$ cat config.mk
export PLATFORM = sky130hd
export DESIGN_NAME = positioning_option_decoder
export DESIGN_NICKNAME = d
export VERILOG_FILES = /design/src/verilog/pos_opt_pkg.sv /design/src/verilog/feed_divider.sv /design/src/verilog/path_select.sv /design/src/verilog/positioning_option_decoder.sv
export VERILOG_INCLUDE_DIRS = /design/src /design/src/verilog
export SDC_FILE = /design/constraint.sdc
export NUM_CORES = 1
export LEC_CHECK = 0
export ABC_AREA = 0
export BUFFER_PORTS_ARGS = -buffer_cell sky130_fd_sc_hd__buf_4
export CAP_MARGIN = 20
export CORE_ASPECT_RATIO = 0.6
export CORE_MARGIN = 2
export CORE_UTILIZATION = 50
export DETAILED_ROUTE_END_ITERATION = 8
export HOLD_SLACK_MARGIN = 0.1
export MAX_ROUTING_LAYER = met4
export PLACE_DENSITY = 0.81
export SETUP_SLACK_MARGIN = 0.1
export SLEW_MARGIN = 20
export SYNTH_ARGS = -nofsm -noshare
export SYNTH_HDL_FRONTEND = slang
export SYNTH_HIERARCHICAL = 1
export SYNTH_SLANG_ARGS = --single-unit
$ cat constraint.sdc
create_clock -name clk -period 27.9 [get_ports clk]
set_input_delay 5.58 -clock clk [delete_from_list [all_inputs] [get_ports clk]]
set_output_delay 5.58 -clock clk [all_outputs]
set_load 0.02 [all_outputs]
$ cat src/verilog/pos_opt_map.svh
`ifndef POS_OPT_MAP_SVH
`define POS_OPT_MAP_SVH
// object indices and sub-entries
`define OBJ_FEED_REVS 16'h60EE
`define OBJ_POS_OPT 16'h60F2
`define SUB_COUNT 8'h00
// preset values
`define COUNT_RESET 8'h03
`define REVS_RESET 32'h00000001
`define OPT_RESET 16'h0001
// option word field positions
`define REL_LSB 0
`define SRO_LSB 4
`define DIR_LSB 6
// feedbacks the array can hold
`define FB_MAX 2'h3
// serial divider steps, one quotient bit per clock
`define DIV_STEPS 6'h20
`endif

$ cat src/verilog/pos_opt_pkg.sv
package pos_opt_pkg;
    // reference of a relative move
    typedef enum logic [1:0] {
        REL_PREV = 2'b00,
        REL_RAMP = 2'b01,
        REL_ACTUAL = 2'b10
    } rel_ref_t;
    // self-release of the new-setpoint bit
    typedef enum logic [1:0] {
        SRO_NONE = 2'b00,
        SRO_ON_DONE = 2'b01,
        SRO_EARLY = 2'b10
    } release_t;
    // rotary axis direction
    typedef enum logic [1:0] {
        DIR_LINEAR = 2'b00,
        DIR_NEG = 2'b01,
        DIR_POS = 2'b10,
        DIR_SHORT = 2'b11
    } rot_dir_t;
    // serial divider state
    typedef enum logic {
        DIV_IDLE = 1'b0,
        DIV_RUN = 1'b1
    } div_state_t;
    typedef logic signed [31:0] pos_t;
endpackage

$ cat src/verilog/feed_divider.sv
`timescale 1ns/1ps
`include "pos_opt_map.svh"
module feed_divider (
    // clock and reset
    input wire logic clk,
    input wire logic rst_n,
    // request
    input wire logic start,
    input wire logic [31:0] dividend,
    input wire logic [31:0] divisor,
    // result
    output logic busy,
    output logic done_q,
    output logic zero_q,
    output logic [31:0] quo_q
);
    import pos_opt_pkg::*;
    div_state_t st_q;
    logic [32:0] rem_q;
    logic [31:0] div_q;
    logic [31:0] num_q;
    logic [5:0] cnt_q;
    logic [32:0] shifted;
    logic [32:0] trial;

    assign busy = (st_q == DIV_RUN);
    assign shifted = {rem_q[31:0], quo_q[31]};
    assign trial = shifted - {1'b0, div_q};

    // restoring division; slow but small, a feed constant changes rarely
    always_ff @(posedge clk or negedge rst_n) begin
        if (!rst_n) begin
            st_q <= DIV_IDLE;
            rem_q <= 33'h0;
            div_q <= 32'h0;
            num_q <= 32'h0;
            quo_q <= 32'h0;
            cnt_q <= 6'h0;
            done_q <= 1'b0;
            zero_q <= 1'b0;
        end else begin
            done_q <= 1'b0;
            case (st_q)
                DIV_IDLE: begin
                    if (start && divisor == 32'h0) begin
                        zero_q <= 1'b1; // a zero divisor yields no quotient
                        quo_q <= 32'h0;
                        done_q <= 1'b1;
                    end else if (start) begin
                        zero_q <= 1'b0;
                        div_q <= divisor;
                        num_q <= dividend;
                        quo_q <= dividend;
                        rem_q <= 33'h0;
                        cnt_q <= `DIV_STEPS;
                        st_q <= DIV_RUN;
                    end
                end
                DIV_RUN: begin
                    if (!trial[32]) begin
                        rem_q <= trial;
                        quo_q <= {quo_q[30:0], 1'b1};
                    end else begin
                        rem_q <= shifted;
                        quo_q <= {quo_q[30:0], 1'b0};
                    end
                    cnt_q <= cnt_q - 6'h1;
                    if (cnt_q == 6'h1) begin
                        done_q <= 1'b1;
                        st_q <= DIV_IDLE;
                    end
                end
                default: st_q <= DIV_IDLE;
            endcase
        end
    end

    // done rises at the 32nd step edge, so it is first seen one edge later
    div_latency_a: assert property (@(posedge clk) disable iff (!rst_n)
        start && !busy && divisor != 32'h0 |-> ##33 done_q)
        else $error("quotient not ready 33 clocks after start");
    div_value_a: assert property (@(posedge clk) disable iff (!rst_n)
        done_q && !zero_q |-> {32'h0, quo_q} * {32'h0, div_q} <= {32'h0, num_q}
        && ({32'h0, quo_q} + 64'h1) * {32'h0, div_q} > {32'h0, num_q})
        else $error("feed constant is not the quotient");
endmodule

$ cat src/verilog/path_select.sv
`timescale 1ns/1ps
module path_select (
    // mode and positions
    input wire pos_opt_pkg::rot_dir_t mode,
    input wire pos_opt_pkg::pos_t current,
    input wire pos_opt_pkg::pos_t target,
    input wire pos_opt_pkg::pos_t range_min,
    input wire pos_opt_pkg::pos_t range_max,
    // decision
    output logic move_pos,
    output logic via_limit,
    output logic long_ok
);
    import pos_opt_pkg::*;
    logic [31:0] span;
    logic [31:0] diff;

    assign span = range_max - range_min;
    // forward distance folded into one turn of the axis
    assign diff = (target < current) ? target - current + span : target - current;

    always_comb begin
        move_pos = 1'b1;
        via_limit = 1'b0;
        long_ok = 1'b0;
        case (mode)
            DIR_LINEAR: begin
                move_pos = (target >= current);
                long_ok = 1'b1;
            end
            DIR_NEG: begin
                move_pos = 1'b0;
                via_limit = (target > current);
            end
            DIR_POS: begin
                move_pos = 1'b1;
                via_limit = (target < current);
            end
            DIR_SHORT: begin
                move_pos = (diff < (span >> 1));
                via_limit = move_pos ? (target < current) : (target > current);
            end
            default: move_pos = 1'b1;
        endcase
    end
endmodule

$ cat src/verilog/positioning_option_decoder.sv
`timescale 1ns/1ps
`include "pos_opt_map.svh"
// How it works
// - feed constant per feedback is feed divided by its shaft revolutions
// - revolution array sub-entry zero is read-only feedback count, preset three
// - element one is the always-present sensorless feedback, others follow
// - each revolution element is unsigned 32-bit read/write, preset one
// - 16-bit read/write option word preset 0x0001 steers profile moves
// - reference 00 adds relative move to last target, or zero
// - reference 01 adds relative move to ramp generator output
// - reference 10 adds relative move to actual position; 11 reserved
// - self-release clears new-setpoint bit, then clears setpoint acknowledge
// - release 00 never self-releases; 01 releases when move reaches target
// - release 10 frees the bit as early as possible; 11 reserved
// - direction 00 heads straight for the target, never via a limit, only mode allowing long moves
// - direction 01 moves only negative, passing minimum limit if needed
// - direction 10 moves only positive, passing maximum limit if needed
// - direction 11 takes shortest path, positive when under half turn
module positioning_option_decoder (
    // clock and reset
    input wire logic clk,
    input wire logic resetn,
    // object access
    input wire logic obj_req,
    input wire logic obj_write,
    input wire logic [15:0] obj_index,
    input wire logic [7:0] obj_subindex,
    input wire logic [31:0] obj_wdata,
    output logic obj_ack,
    output logic obj_err,
    output logic [31:0] obj_rdata,
    // feedback set-up
    input wire logic [1:0] fb_present,
    // feed constant
    input wire logic calc_start,
    input wire logic [1:0] calc_fb,
    input wire logic [31:0] feed_in,
    output logic calc_busy,
    output logic calc_done,
    output logic calc_div_zero,
    output logic [31:0] feed_const,
    // profile position control
    input wire logic cw_new_setpoint,
    input wire logic cw_relative,
    input wire logic move_done,
    input wire pos_opt_pkg::pos_t target_in,
    input wire pos_opt_pkg::pos_t ramp_pos,
    input wire pos_opt_pkg::pos_t actual_pos,
    input wire pos_opt_pkg::pos_t range_min,
    input wire pos_opt_pkg::pos_t range_max,
    // profile position results
    output pos_opt_pkg::pos_t abs_target,
    output logic cw_release,
    output logic sw_ack_clear,
    output logic move_positive,
    output logic via_limit,
    output logic long_move_ok
);
    import pos_opt_pkg::*;

    // ------------------------------------------------
    // reset release
    // ------------------------------------------------
    logic rst_s1_q;
    logic rst_n;

    always_ff @(posedge clk or negedge resetn) begin
        if (!resetn) begin
            rst_s1_q <= 1'b0;
            rst_n <= 1'b0;
        end else begin
            rst_s1_q <= 1'b1;
            rst_n <= rst_s1_q;
        end
    end

    // ------------------------------------------------
    // object decode
    // ------------------------------------------------
    logic [7:0] count_q;
    logic [31:0] revs_q [0:2];
    logic [15:0] opt_q;
    rel_ref_t rel_q;
    release_t sro_q;
    rot_dir_t dir_q;
    logic hit_revs;
    logic hit_opt;
    logic sub_ok;
    logic [1:0] sub_idx;

    // an element exists only up to the count of present feedbacks
    function automatic logic fb_valid(input logic [7:0] sub, input logic [7:0] cnt);
        fb_valid = (sub != 8'h00) && (sub <= cnt);
    endfunction

    assign hit_revs = obj_req && (obj_index == `OBJ_FEED_REVS);
    assign hit_opt = obj_req && (obj_index == `OBJ_POS_OPT);
    assign sub_ok = fb_valid(obj_subindex, count_q);
    assign sub_idx = obj_subindex[1:0] - 2'h1;

    // ------------------------------------------------
    // feedback count
    // ------------------------------------------------
    // follows the present feedbacks; the sensorless one is always counted
    always_ff @(posedge clk or negedge rst_n) begin
        if (!rst_n) begin
            count_q <= `COUNT_RESET;
        end else if (fb_present == 2'h0) begin
            count_q <= 8'h01;
        end else begin
            count_q <= {6'h0, fb_present};
        end
    end

    // ------------------------------------------------
    // shaft revolution array
    // ------------------------------------------------
    always_ff @(posedge clk or negedge rst_n) begin
        if (!rst_n) begin
            for (int i = 0; i < 3; i++) begin
                revs_q[i] <= `REVS_RESET;
            end
        end else if (hit_revs && obj_write && sub_ok) begin
            revs_q[sub_idx] <= obj_wdata;
        end
    end

    // ------------------------------------------------
    // option word
    // ------------------------------------------------
    // the raw word reads back as written, fields act only on defined codes
    always_ff @(posedge clk or negedge rst_n) begin
        if (!rst_n) begin
            opt_q <= `OPT_RESET;
        end else if (hit_opt && obj_write && obj_subindex == 8'h00) begin
            opt_q <= obj_wdata[15:0];
        end
    end

    always_ff @(posedge clk or negedge rst_n) begin
        if (!rst_n) begin
            rel_q <= rel_ref_t'(`OPT_RESET >> `REL_LSB);
            sro_q <= release_t'(`OPT_RESET >> `SRO_LSB);
            dir_q <= rot_dir_t'(`OPT_RESET >> `DIR_LSB);
        end else if (hit_opt && obj_write && obj_subindex == 8'h00) begin
            if (obj_wdata[`REL_LSB+1 -: 2] != 2'b11) begin
                rel_q <= rel_ref_t'(obj_wdata[`REL_LSB+1 -: 2]);
            end
            if (obj_wdata[`SRO_LSB+1 -: 2] != 2'b11) begin
                sro_q <= release_t'(obj_wdata[`SRO_LSB+1 -: 2]);
            end
            dir_q <= rot_dir_t'(obj_wdata[`DIR_LSB+1 -: 2]);
        end
    end

    // ------------------------------------------------
    // object answer
    // ------------------------------------------------
    // one cycle answer; unknown objects and sub-entries are refused
    always_ff @(posedge clk or negedge rst_n) begin
        if (!rst_n) begin
            obj_ack <= 1'b0;
            obj_err <= 1'b0;
            obj_rdata <= 32'h0;
        end else begin
            obj_ack <= obj_req;
            obj_err <= 1'b0;
            obj_rdata <= 32'h0;
            if (hit_revs && obj_subindex == `SUB_COUNT) begin
                obj_err <= obj_write;
                obj_rdata <= {24'h0, count_q};
            end else if (hit_revs && sub_ok) begin
                obj_rdata <= obj_write ? 32'h0 : revs_q[sub_idx];
            end else if (hit_opt && obj_subindex == 8'h00) begin
                obj_rdata <= {16'h0, opt_q};
            end else if (obj_req) begin
                obj_err <= 1'b1;
            end
        end
    end

    // ------------------------------------------------
    // feed constant
    // ------------------------------------------------
    logic [31:0] divisor;
    logic calc_go;

    // a request for a feedback that is not present is dropped
    assign calc_go = calc_start && fb_valid({6'h0, calc_fb}, count_q);
    assign divisor = revs_q[calc_fb - 2'h1];

    feed_divider u_div (
        .clk(clk),
        .rst_n(rst_n),
        .start(calc_go),
        .dividend(feed_in),
        .divisor(divisor),
        .busy(calc_busy),
        .done_q(calc_done),
        .zero_q(calc_div_zero),
        .quo_q(feed_const)
    );

    // ------------------------------------------------
    // setpoint take-over
    // ------------------------------------------------
    logic nsp_q;
    logic take;
    logic have_q;
    pos_t base;

    // a new setpoint is taken on the rising edge of the command bit
    assign take = cw_new_setpoint && !nsp_q;

    always_comb begin
        case (rel_q)
            REL_PREV: base = have_q ? abs_target : 32'sh0;
            REL_RAMP: base = ramp_pos;
            REL_ACTUAL: base = actual_pos;
            default: base = abs_target;
        endcase
    end

    always_ff @(posedge clk or negedge rst_n) begin
        if (!rst_n) begin
            nsp_q <= 1'b0;
            have_q <= 1'b0;
            abs_target <= 32'sh0;
        end else begin
            nsp_q <= cw_new_setpoint;
            if (take) begin
                have_q <= 1'b1;
                abs_target <= cw_relative ? base + target_in : target_in;
            end
        end
    end

    // ------------------------------------------------
    // self-release
    // ------------------------------------------------
    logic pend_q;

    // the ack clear follows the release by one cycle so the host sees order
    always_ff @(posedge clk or negedge rst_n) begin
        if (!rst_n) begin
            pend_q <= 1'b0;
            cw_release <= 1'b0;
            sw_ack_clear <= 1'b0;
        end else begin
            cw_release <= 1'b0;
            sw_ack_clear <= cw_release;
            if (take) begin
                pend_q <= 1'b1;
            end
            case (sro_q)
                SRO_ON_DONE: begin
                    if (pend_q && move_done && !cw_release) begin
                        cw_release <= 1'b1;
                        pend_q <= take;
                    end
                end
                SRO_EARLY: begin
                    if (take) begin
                        cw_release <= 1'b1;
                        pend_q <= 1'b0;
                    end
                end
                default: pend_q <= pend_q | take;
            endcase
        end
    end

    // ------------------------------------------------
    // rotary direction
    // ------------------------------------------------
    logic pos_c;
    logic via_c;
    logic long_c;

    path_select u_path (
        .mode(dir_q),
        .current(actual_pos),
        .target(abs_target),
        .range_min(range_min),
        .range_max(range_max),
        .move_pos(pos_c),
        .via_limit(via_c),
        .long_ok(long_c)
    );

    always_ff @(posedge clk or negedge rst_n) begin
        if (!rst_n) begin
            move_positive <= 1'b1;
            via_limit <= 1'b0;
            long_move_ok <= 1'b0;
        end else begin
            move_positive <= pos_c;
            via_limit <= via_c;
            long_move_ok <= long_c;
        end
    end

    // ------------------------------------------------
    // checks
    // ------------------------------------------------
    count_ro_a: assert property (@(posedge clk) disable iff (!rst_n)
        hit_revs && obj_write && obj_subindex == 8'h00 |=> obj_err && obj_ack)
        else $error("count sub-entry accepted a write");
    count_read_a: assert property (@(posedge clk) disable iff (!rst_n)
        hit_revs && !obj_write && obj_subindex == 8'h00
        |=> obj_rdata == {24'h0, $past(count_q)})
        else $error("count read wrong");
    elem_one_a: assert property (@(posedge clk) disable iff (!rst_n)
        hit_revs && obj_subindex == 8'h01 |=> !obj_err)
        else $error("first element refused");
    revs_store_a: assert property (@(posedge clk) disable iff (!rst_n)
        hit_revs && obj_write && obj_subindex == 8'h01
        |=> revs_q[0] == $past(obj_wdata))
        else $error("revolution write lost");
    rel_reserved_a: assert property (@(posedge clk) disable iff (!rst_n)
        hit_opt && obj_write && obj_wdata[1:0] == 2'b11 |=> $stable(rel_q))
        else $error("reserved code changed reference");
    rel_prev_a: assert property (@(posedge clk) disable iff (!rst_n)
        take && cw_relative && rel_q == REL_PREV
        |=> abs_target == ($past(have_q) ? $past(abs_target) : 32'sh0) + $past(target_in))
        else $error("relative to previous target wrong");
    rel_ramp_a: assert property (@(posedge clk) disable iff (!rst_n)
        take && cw_relative && rel_q == REL_RAMP
        |=> abs_target == $past(ramp_pos) + $past(target_in))
        else $error("relative to ramp wrong");
    rel_actual_a: assert property (@(posedge clk) disable iff (!rst_n)
        take && cw_relative && rel_q == REL_ACTUAL
        |=> abs_target == $past(actual_pos) + $past(target_in))
        else $error("relative to actual wrong");
    no_release_a: assert property (@(posedge clk) disable iff (!rst_n)
        sro_q == SRO_NONE && $past(sro_q) == SRO_NONE |-> !cw_release)
        else $error("release while self-release off");
    early_rel_a: assert property (@(posedge clk) disable iff (!rst_n)
        take && sro_q == SRO_EARLY |=> cw_release ##1 sw_ack_clear)
        else $error("early release missing");
    done_rel_a: assert property (@(posedge clk) disable iff (!rst_n)
        sro_q == SRO_ON_DONE && pend_q && move_done && !cw_release |=> cw_release)
        else $error("release on target missing");
    ack_follow_a: assert property (@(posedge clk) disable iff (!rst_n)
        cw_release |=> sw_ack_clear)
        else $error("ack clear did not follow release");
    neg_only_a: assert property (@(posedge clk) disable iff (!rst_n)
        $past(dir_q) == DIR_NEG |-> !move_positive)
        else $error("positive move in negative-only mode");
    pos_only_a: assert property (@(posedge clk) disable iff (!rst_n)
        $past(dir_q) == DIR_POS |-> move_positive && !long_move_ok)
        else $error("negative move in positive-only mode");

    rel_move_c: cover property (@(posedge clk) take && cw_relative);
    early_rel_c: cover property (@(posedge clk) cw_release ##1 sw_ack_clear);
    via_limit_c: cover property (@(posedge clk) via_limit && dir_q == DIR_SHORT);
    div_done_c: cover property (@(posedge clk) calc_done && !calc_div_zero);
endmodule

==> Word-level counts from Yosys, hierarchy flattened <==
Index checks and enable logic that the tools add are counted.
Widths: inputs -> output; s select.
{ "totals": {"ff_bits": 307, "output_inout_bits": 106, "elab_cells": 151} }
{ "classes": {"n_addsub": 8, "muxes": 53, "n_bitwise": 5, "reduce_logical": 32, "n_lt_le_gt_ge": 9, "n_eq_ne": 15} }
{ "op_table": {"columns": ["cell", "n"], "rows": [
  ["$mux 32", 16],
  ["$bmux 32 s2", 2],
  ["$pmux 32 s2", 2],
  ["$bwmux 96", 1],
  ["$pmux 32 s3", 1],
  ["$add 32x32->32", 2],
  ["$demux 32 s2", 1],
  ["$sub 32x32->32", 2],
  ["$sub 33x32->33", 1],
  ["$eq 16x15->1 const B", 2],
  ["$ge 32x32->1", 1],
  ["$gt 32x32->1", 1],
  ["$logic_not 32->1", 1],
  ["$lt 32x31->1", 1],
  ["$lt 32x32->1", 1],
  ["$mux 1", 19],
  ["$logic_and 1x1->1", 17],
  ["$mux 16", 1],
  ["$mux 6", 2],
  ["$pmux 6 s2", 1],
  ["$eq 2x2->1 const B", 4],
  ["$le 2x8->1", 1],
  ["$le 8x8->1", 1],
  ["$logic_not 8->1", 1],
  ["22 further kinds", 40]
]} }

==> Logic depth before layout (Yosys ltp) <==
{ "logic_depth": {"word_depth": 9, "mapped_depth": 38, "depth_no_buf": 38} }

==> Hierarchy <==
The synthesis kept the hierarchy.
{ "modules_own_cells": {"columns": ["module", "instances", "cells_each", "seq_area_each_um2", "area_each_um2"], "rows": [
  ["positioning_option_decoder", 1, 1134, 4864.7, 11252.0],
  ["feed_divider", 1, 745, 2627.5, 6761.5],
  ["path_select", 1, 838, 0.0, 5963.2]
]} }

==> Least setup slack after synthesis <==
Ideal clock, no wire load.
{ "synth_timing": {"kind": "input to register", "startpoint": "in range_max[0]", "endpoint": "reg via_limit", "arrival_time_ns": 11.916, "required_ns": 27.829, "stages": 36, "setup_slack_ns": 15.912, "cell_sequence": "inv_1 ha_1 inv_1 fa_1 a21oi_1 nand4b_1 a21oi_1 o21ai_0 nor2b_1 o21ai_0 nand2b_1 a21o_1 a21o_1 a21oi_1 o21bai_1 xnor2_1 ha_1 and3_1 a311oi_1 nand3b_1 o21ai_1 a221o_1 a21oi_1 xnor2_1 mux2_2 ha_1 a21oi_1 nor2b_1 a2111oi_0 a21boi_0 o311ai_0 a211oi_1 o31a_2 nand2_1 or3_1 nand4_1"} }
{ "synth_between": {"elab_chain_cells": 6} }
{ "synth_lines": {"columns": ["element", "line_no", "text"], "rows": [
  ["start, declared", "positioning_option_decoder.sv:50", "input wire pos_opt_pkg::pos_t range_max,"],
  ["$sub 32x32->32 (*)", "path_select.sv:18", "assign span = range_max - range_min;"],
  ["$add 32x32->32", "path_select.sv:20", "assign diff = (target < current) ? target - current + span : target - current;"],
  ["$mux 32", "path_select.sv:20", null],
  ["$lt 32x31->1 (*)", "path_select.sv:40", "move_pos = (diff < (span >> 1));"],
  ["$mux 1 (*)", "path_select.sv:41", "via_limit = move_pos ? (target < current) : (target > current);"],
  ["$pmux 1 s3 (*)", "path_select.sv:26", "case (mode)"],
  ["named net via_c", "positioning_option_decoder.sv:277", "logic via_c;"],
  ["end signal, assigned", "positioning_option_decoder.sv:298", "via_limit <= via_c;"],
  ["end, declared", "positioning_option_decoder.sv:56", "output logic via_limit,"]
]} }
Mark *: on every way through the listed nets, which the timed path passes. The rest lies on a longest branch.
A chain may end at the register's enable or synchronous reset.

==> Worst setup path in the final report <==
{ "layout_timing": {"startpoint": "in range_min[1]", "endpoint": "reg via_limit"} }
{ "layout_between": {"elab_chain_cells": 6} }
{ "layout_lines": {"columns": ["element", "line_no", "text"], "rows": [
  ["start, declared", "positioning_option_decoder.sv:49", "input wire pos_opt_pkg::pos_t range_min,"],
  ["$sub 32x32->32 (*)", "path_select.sv:18", null],
  ["$add 32x32->32", "path_select.sv:20", null],
  ["$mux 32", "path_select.sv:20", null],
  ["$lt 32x31->1 (*)", "path_select.sv:40", null],
  ["$mux 1 (*)", "path_select.sv:41", null],
  ["$pmux 1 s3 (*)", "path_select.sv:26", null],
  ["named net via_c", "positioning_option_decoder.sv:277", null]
]} }
Marks and branches as above.

==> out/qor.yml <==
grt:
  grt_overflow: 0
  grt_pass1_wl_mm: 123
  grt_pass1_vias: 21000
  antenna_found_initial: 6
  grt_usage: 0.321
  grt_max_degree: 90
clocking:
  clk_latency_ns: 0.62
  cts_setup_buffers: 0
  cts_buffers: 30
  cts_hold_buffers: 0
  cts_tree: "yes"
  htreeDepth: 1
  root_buffer: "clkbuf_16"
  path_clk_slew_ns: 0.07
  cts.sinks: 299
  clk_path_buf_depth: 3
  cts_resized: 0
timing:
  rsz0062_at_grt: "false"
  fmax_ghz: 0.0795
  setup_viol: 0
  clock_skew_ns: 0.0619
  max_slew_margin: 0.257
  fin_crit_ns: 12.57
  min_period_over_period: 0.451
  hold_viol_final: 0
  slew_violations: 0
  setup_tns_ns: 0
  max_slew.worst_pin.slew_ns: 1.11
worst_setup_path:
  cp-end-kind: "register"
  crit_type: "input pin to register"
  cp-start-kind: "input pin"
  critPathMaxStageDelay_ns: 0.53
  path_buf_inv: 2
  rr_startpoint: "abs_target[0]$_DFFE_PN0P_"
  crit_start: "range_min[1]"
  worst-path-max-fanout: 5
  cp_data_required_time_ns: 28.39
  cp_common_cell: "a21oi_1"
  crit_family: "compound AO/OA/AOI/OAI gates"
  crit_slowest_cell: "a311oi_1"
  cp.arrival_ns: 13.06
hold_path:
  min_path_type: "register to async pin"
synthesis:
  synth_area_um2: 24000
  ys_warn_count: 6
  avgSynthCellArea_um2: 8.82
  netlist_top_cells_area: "dfrtp_1, ha_1, mux2_2, a21oi_1, mux2i_1"
  synth.net_count: 3183
  synth-seq-cells: 299
  yosysSeqAreaShare: 0.312
  synth_top_area_cell: "dfrtp_1"
  synthFlopType: "dfrtp_1"
  synth_top_area_frac: 0.304
  syn_inst: 2717
  synth_edf_count: 0
  ys_types: 93
  async_flop_share: 1.00
die:
  initial_core_util: 0.504
  rows: 62
  dieHeight_um: 174
  core-area_um2: 47600
  dieArea_um2: 49800
  die_w_um: 287
  pin_count: 366
finish:
  nets: 3468
  fillers: 4132
  layout-drive-gt1-share: 0.218
  synthToLayoutAreaGrowth_pct: 17.9
  utilization: 0.594
power_and_ir_drop:
  power.leakage_nw: 13.5
  p_int_mw: 1.14
  power.share.combinational: 0.532
  clockPowerShare: 0.222
  switchingPower_mw: 0.811
  powerDensity_nw_per_um2: 69.2
  ir_drop_uv: 63.9
  pwr-share-seq: 0.246
  switching_share: 0.415
outcome:
  outcome: "finished, final reports clean"
place:
  hpwl_mm: 61.1
  io_buffers: 365
  place.gp.congestion: 1.01
routing:
  drt_pass1_iterations: 5
  drtIter0Drc: 2452
  drc: 0
  vias_per_cell: 6.13
  wl_per_cell_um: 21.9
  num_vias: 22500
  drt_wl_total_mm: 80.5
  postRouteAntennaNets: 0
flow_run:
  drv_cap: 0
## stage by stage
stage	worst slack [ns]	area, um2	total power, mW	cells	hold slack [ns]
detailed placement	14.98	27200	1.49	3609	0.228
finish	15.33	28300	1.96	3671	0.219
CTS	15.53	28200	1.93	3664	0.235
floorplan	15.91	24000	1.21	2717	0.331
global route	14.97	28300	2.07	3671	0.252
global placement	15.33	27200	1.45	3609	0.226
## power groups by stage
stage                     Sequential [mW]  Clock, mW  Combinational, mW
final                               0.481      0.434               1.04
after global routing                0.481      0.458               1.13
after CTS                           0.479      0.440               1.01
after detailed placement            0.487          0               1.01
after global placement              0.486          0              0.963
after floorplan                     0.495          0              0.716
## metal layers
metal | vias to the layer above | track usage | part of all wire
met4 | 0 | 0.0657 | 0.020
met2 | 1042 | 0.443 | 0.42
met3 | 124 | 0.0458 | 0.081
met1 | 10900 | 0.493 | 0.48
li1 | 10400 | - | -
met5 | - | - | 0
## flip-flops by register name (all words and copies together) (netlist names), 6 cells and up
register,cells
u_div/cnt_q,6
revs_q,96
u_div/quo_q,32
abs_target,32
obj_rdata,32
u_div/div_q,32
u_div/rem_q,32
opt_q,16
## final timing paths
path	slack, ns	endpoint	cells after the start
max reg2reg	19.94	via_limit$_DFF_PN0_	32
min	0.22	abs_target[4]$_DFFE_PN0P_	0
min reg2reg	0.22	abs_target[4]$_DFFE_PN0P_	0
max	15.33	via_limit$_DFF_PN0_	36
max in group asynchronous	23.06	rst_n$_DFF_PN0_	1
min in group clk	0.35	rst_n$_DFF_PN0_	0
## area by class of cell
cell class                      count  area, um2  share of cell area
Sequential cell                   299       7500               0.265
Inverter                          175        657              0.0232
Clock buffer                       38        821              0.0290
Multi-Input combinational cell   2108      15300               0.542
Clock inverter                     17        228             0.00806
Tap cell                          640        801              0.0283
Timing Repair Buffer              388       2920               0.103
Antenna cell                        6       15.0            0.000531
## cell usage after synthesis (63+ instances only)
cell and number:
dfrtp_1 291, clkbuf_1 102, nand3_1 74, mux2_2 170, o21ai_0 176, ha_1 201
mux2i_1 111, a21o_1 69, nor2_1 160, xnor2_1 86, a21oi_1 242, nand2_1 226
inv_1 174, nor2b_1 63
## cell usage in the layout (no fill, tap or decap), types with 36 or more instances in the layout
master    count
xnor2_1      86
nand3_1      74
xor2_1       53
a221oi_1     36
mux2_2      170
nand2_1     226
a21oi_1     242
nor2_1      160
inv_1       174
o21ai_0     176
ha_1        199
a21o_1       69
dfrtp_1     288
buf_4       386
nor2b_1      59
mux2i_1     111
a31oi_1      58
## kinds of logic after synthesis
group                    Yosys count  share of synthesized area
AO/OA/AOI/OAI                    785                      0.209
AND/OR/NAND/NOR                  694                      0.140
buffers and inverters            310                     0.0505
flip-flops                       299                      0.312
multiplexers                     281                      0.126
adder cells (fa/ha/maj)          206                      0.109
XOR/XNOR                         141                     0.0531
other                              1                   0.000156
Power figures use the tool's default switching activity.
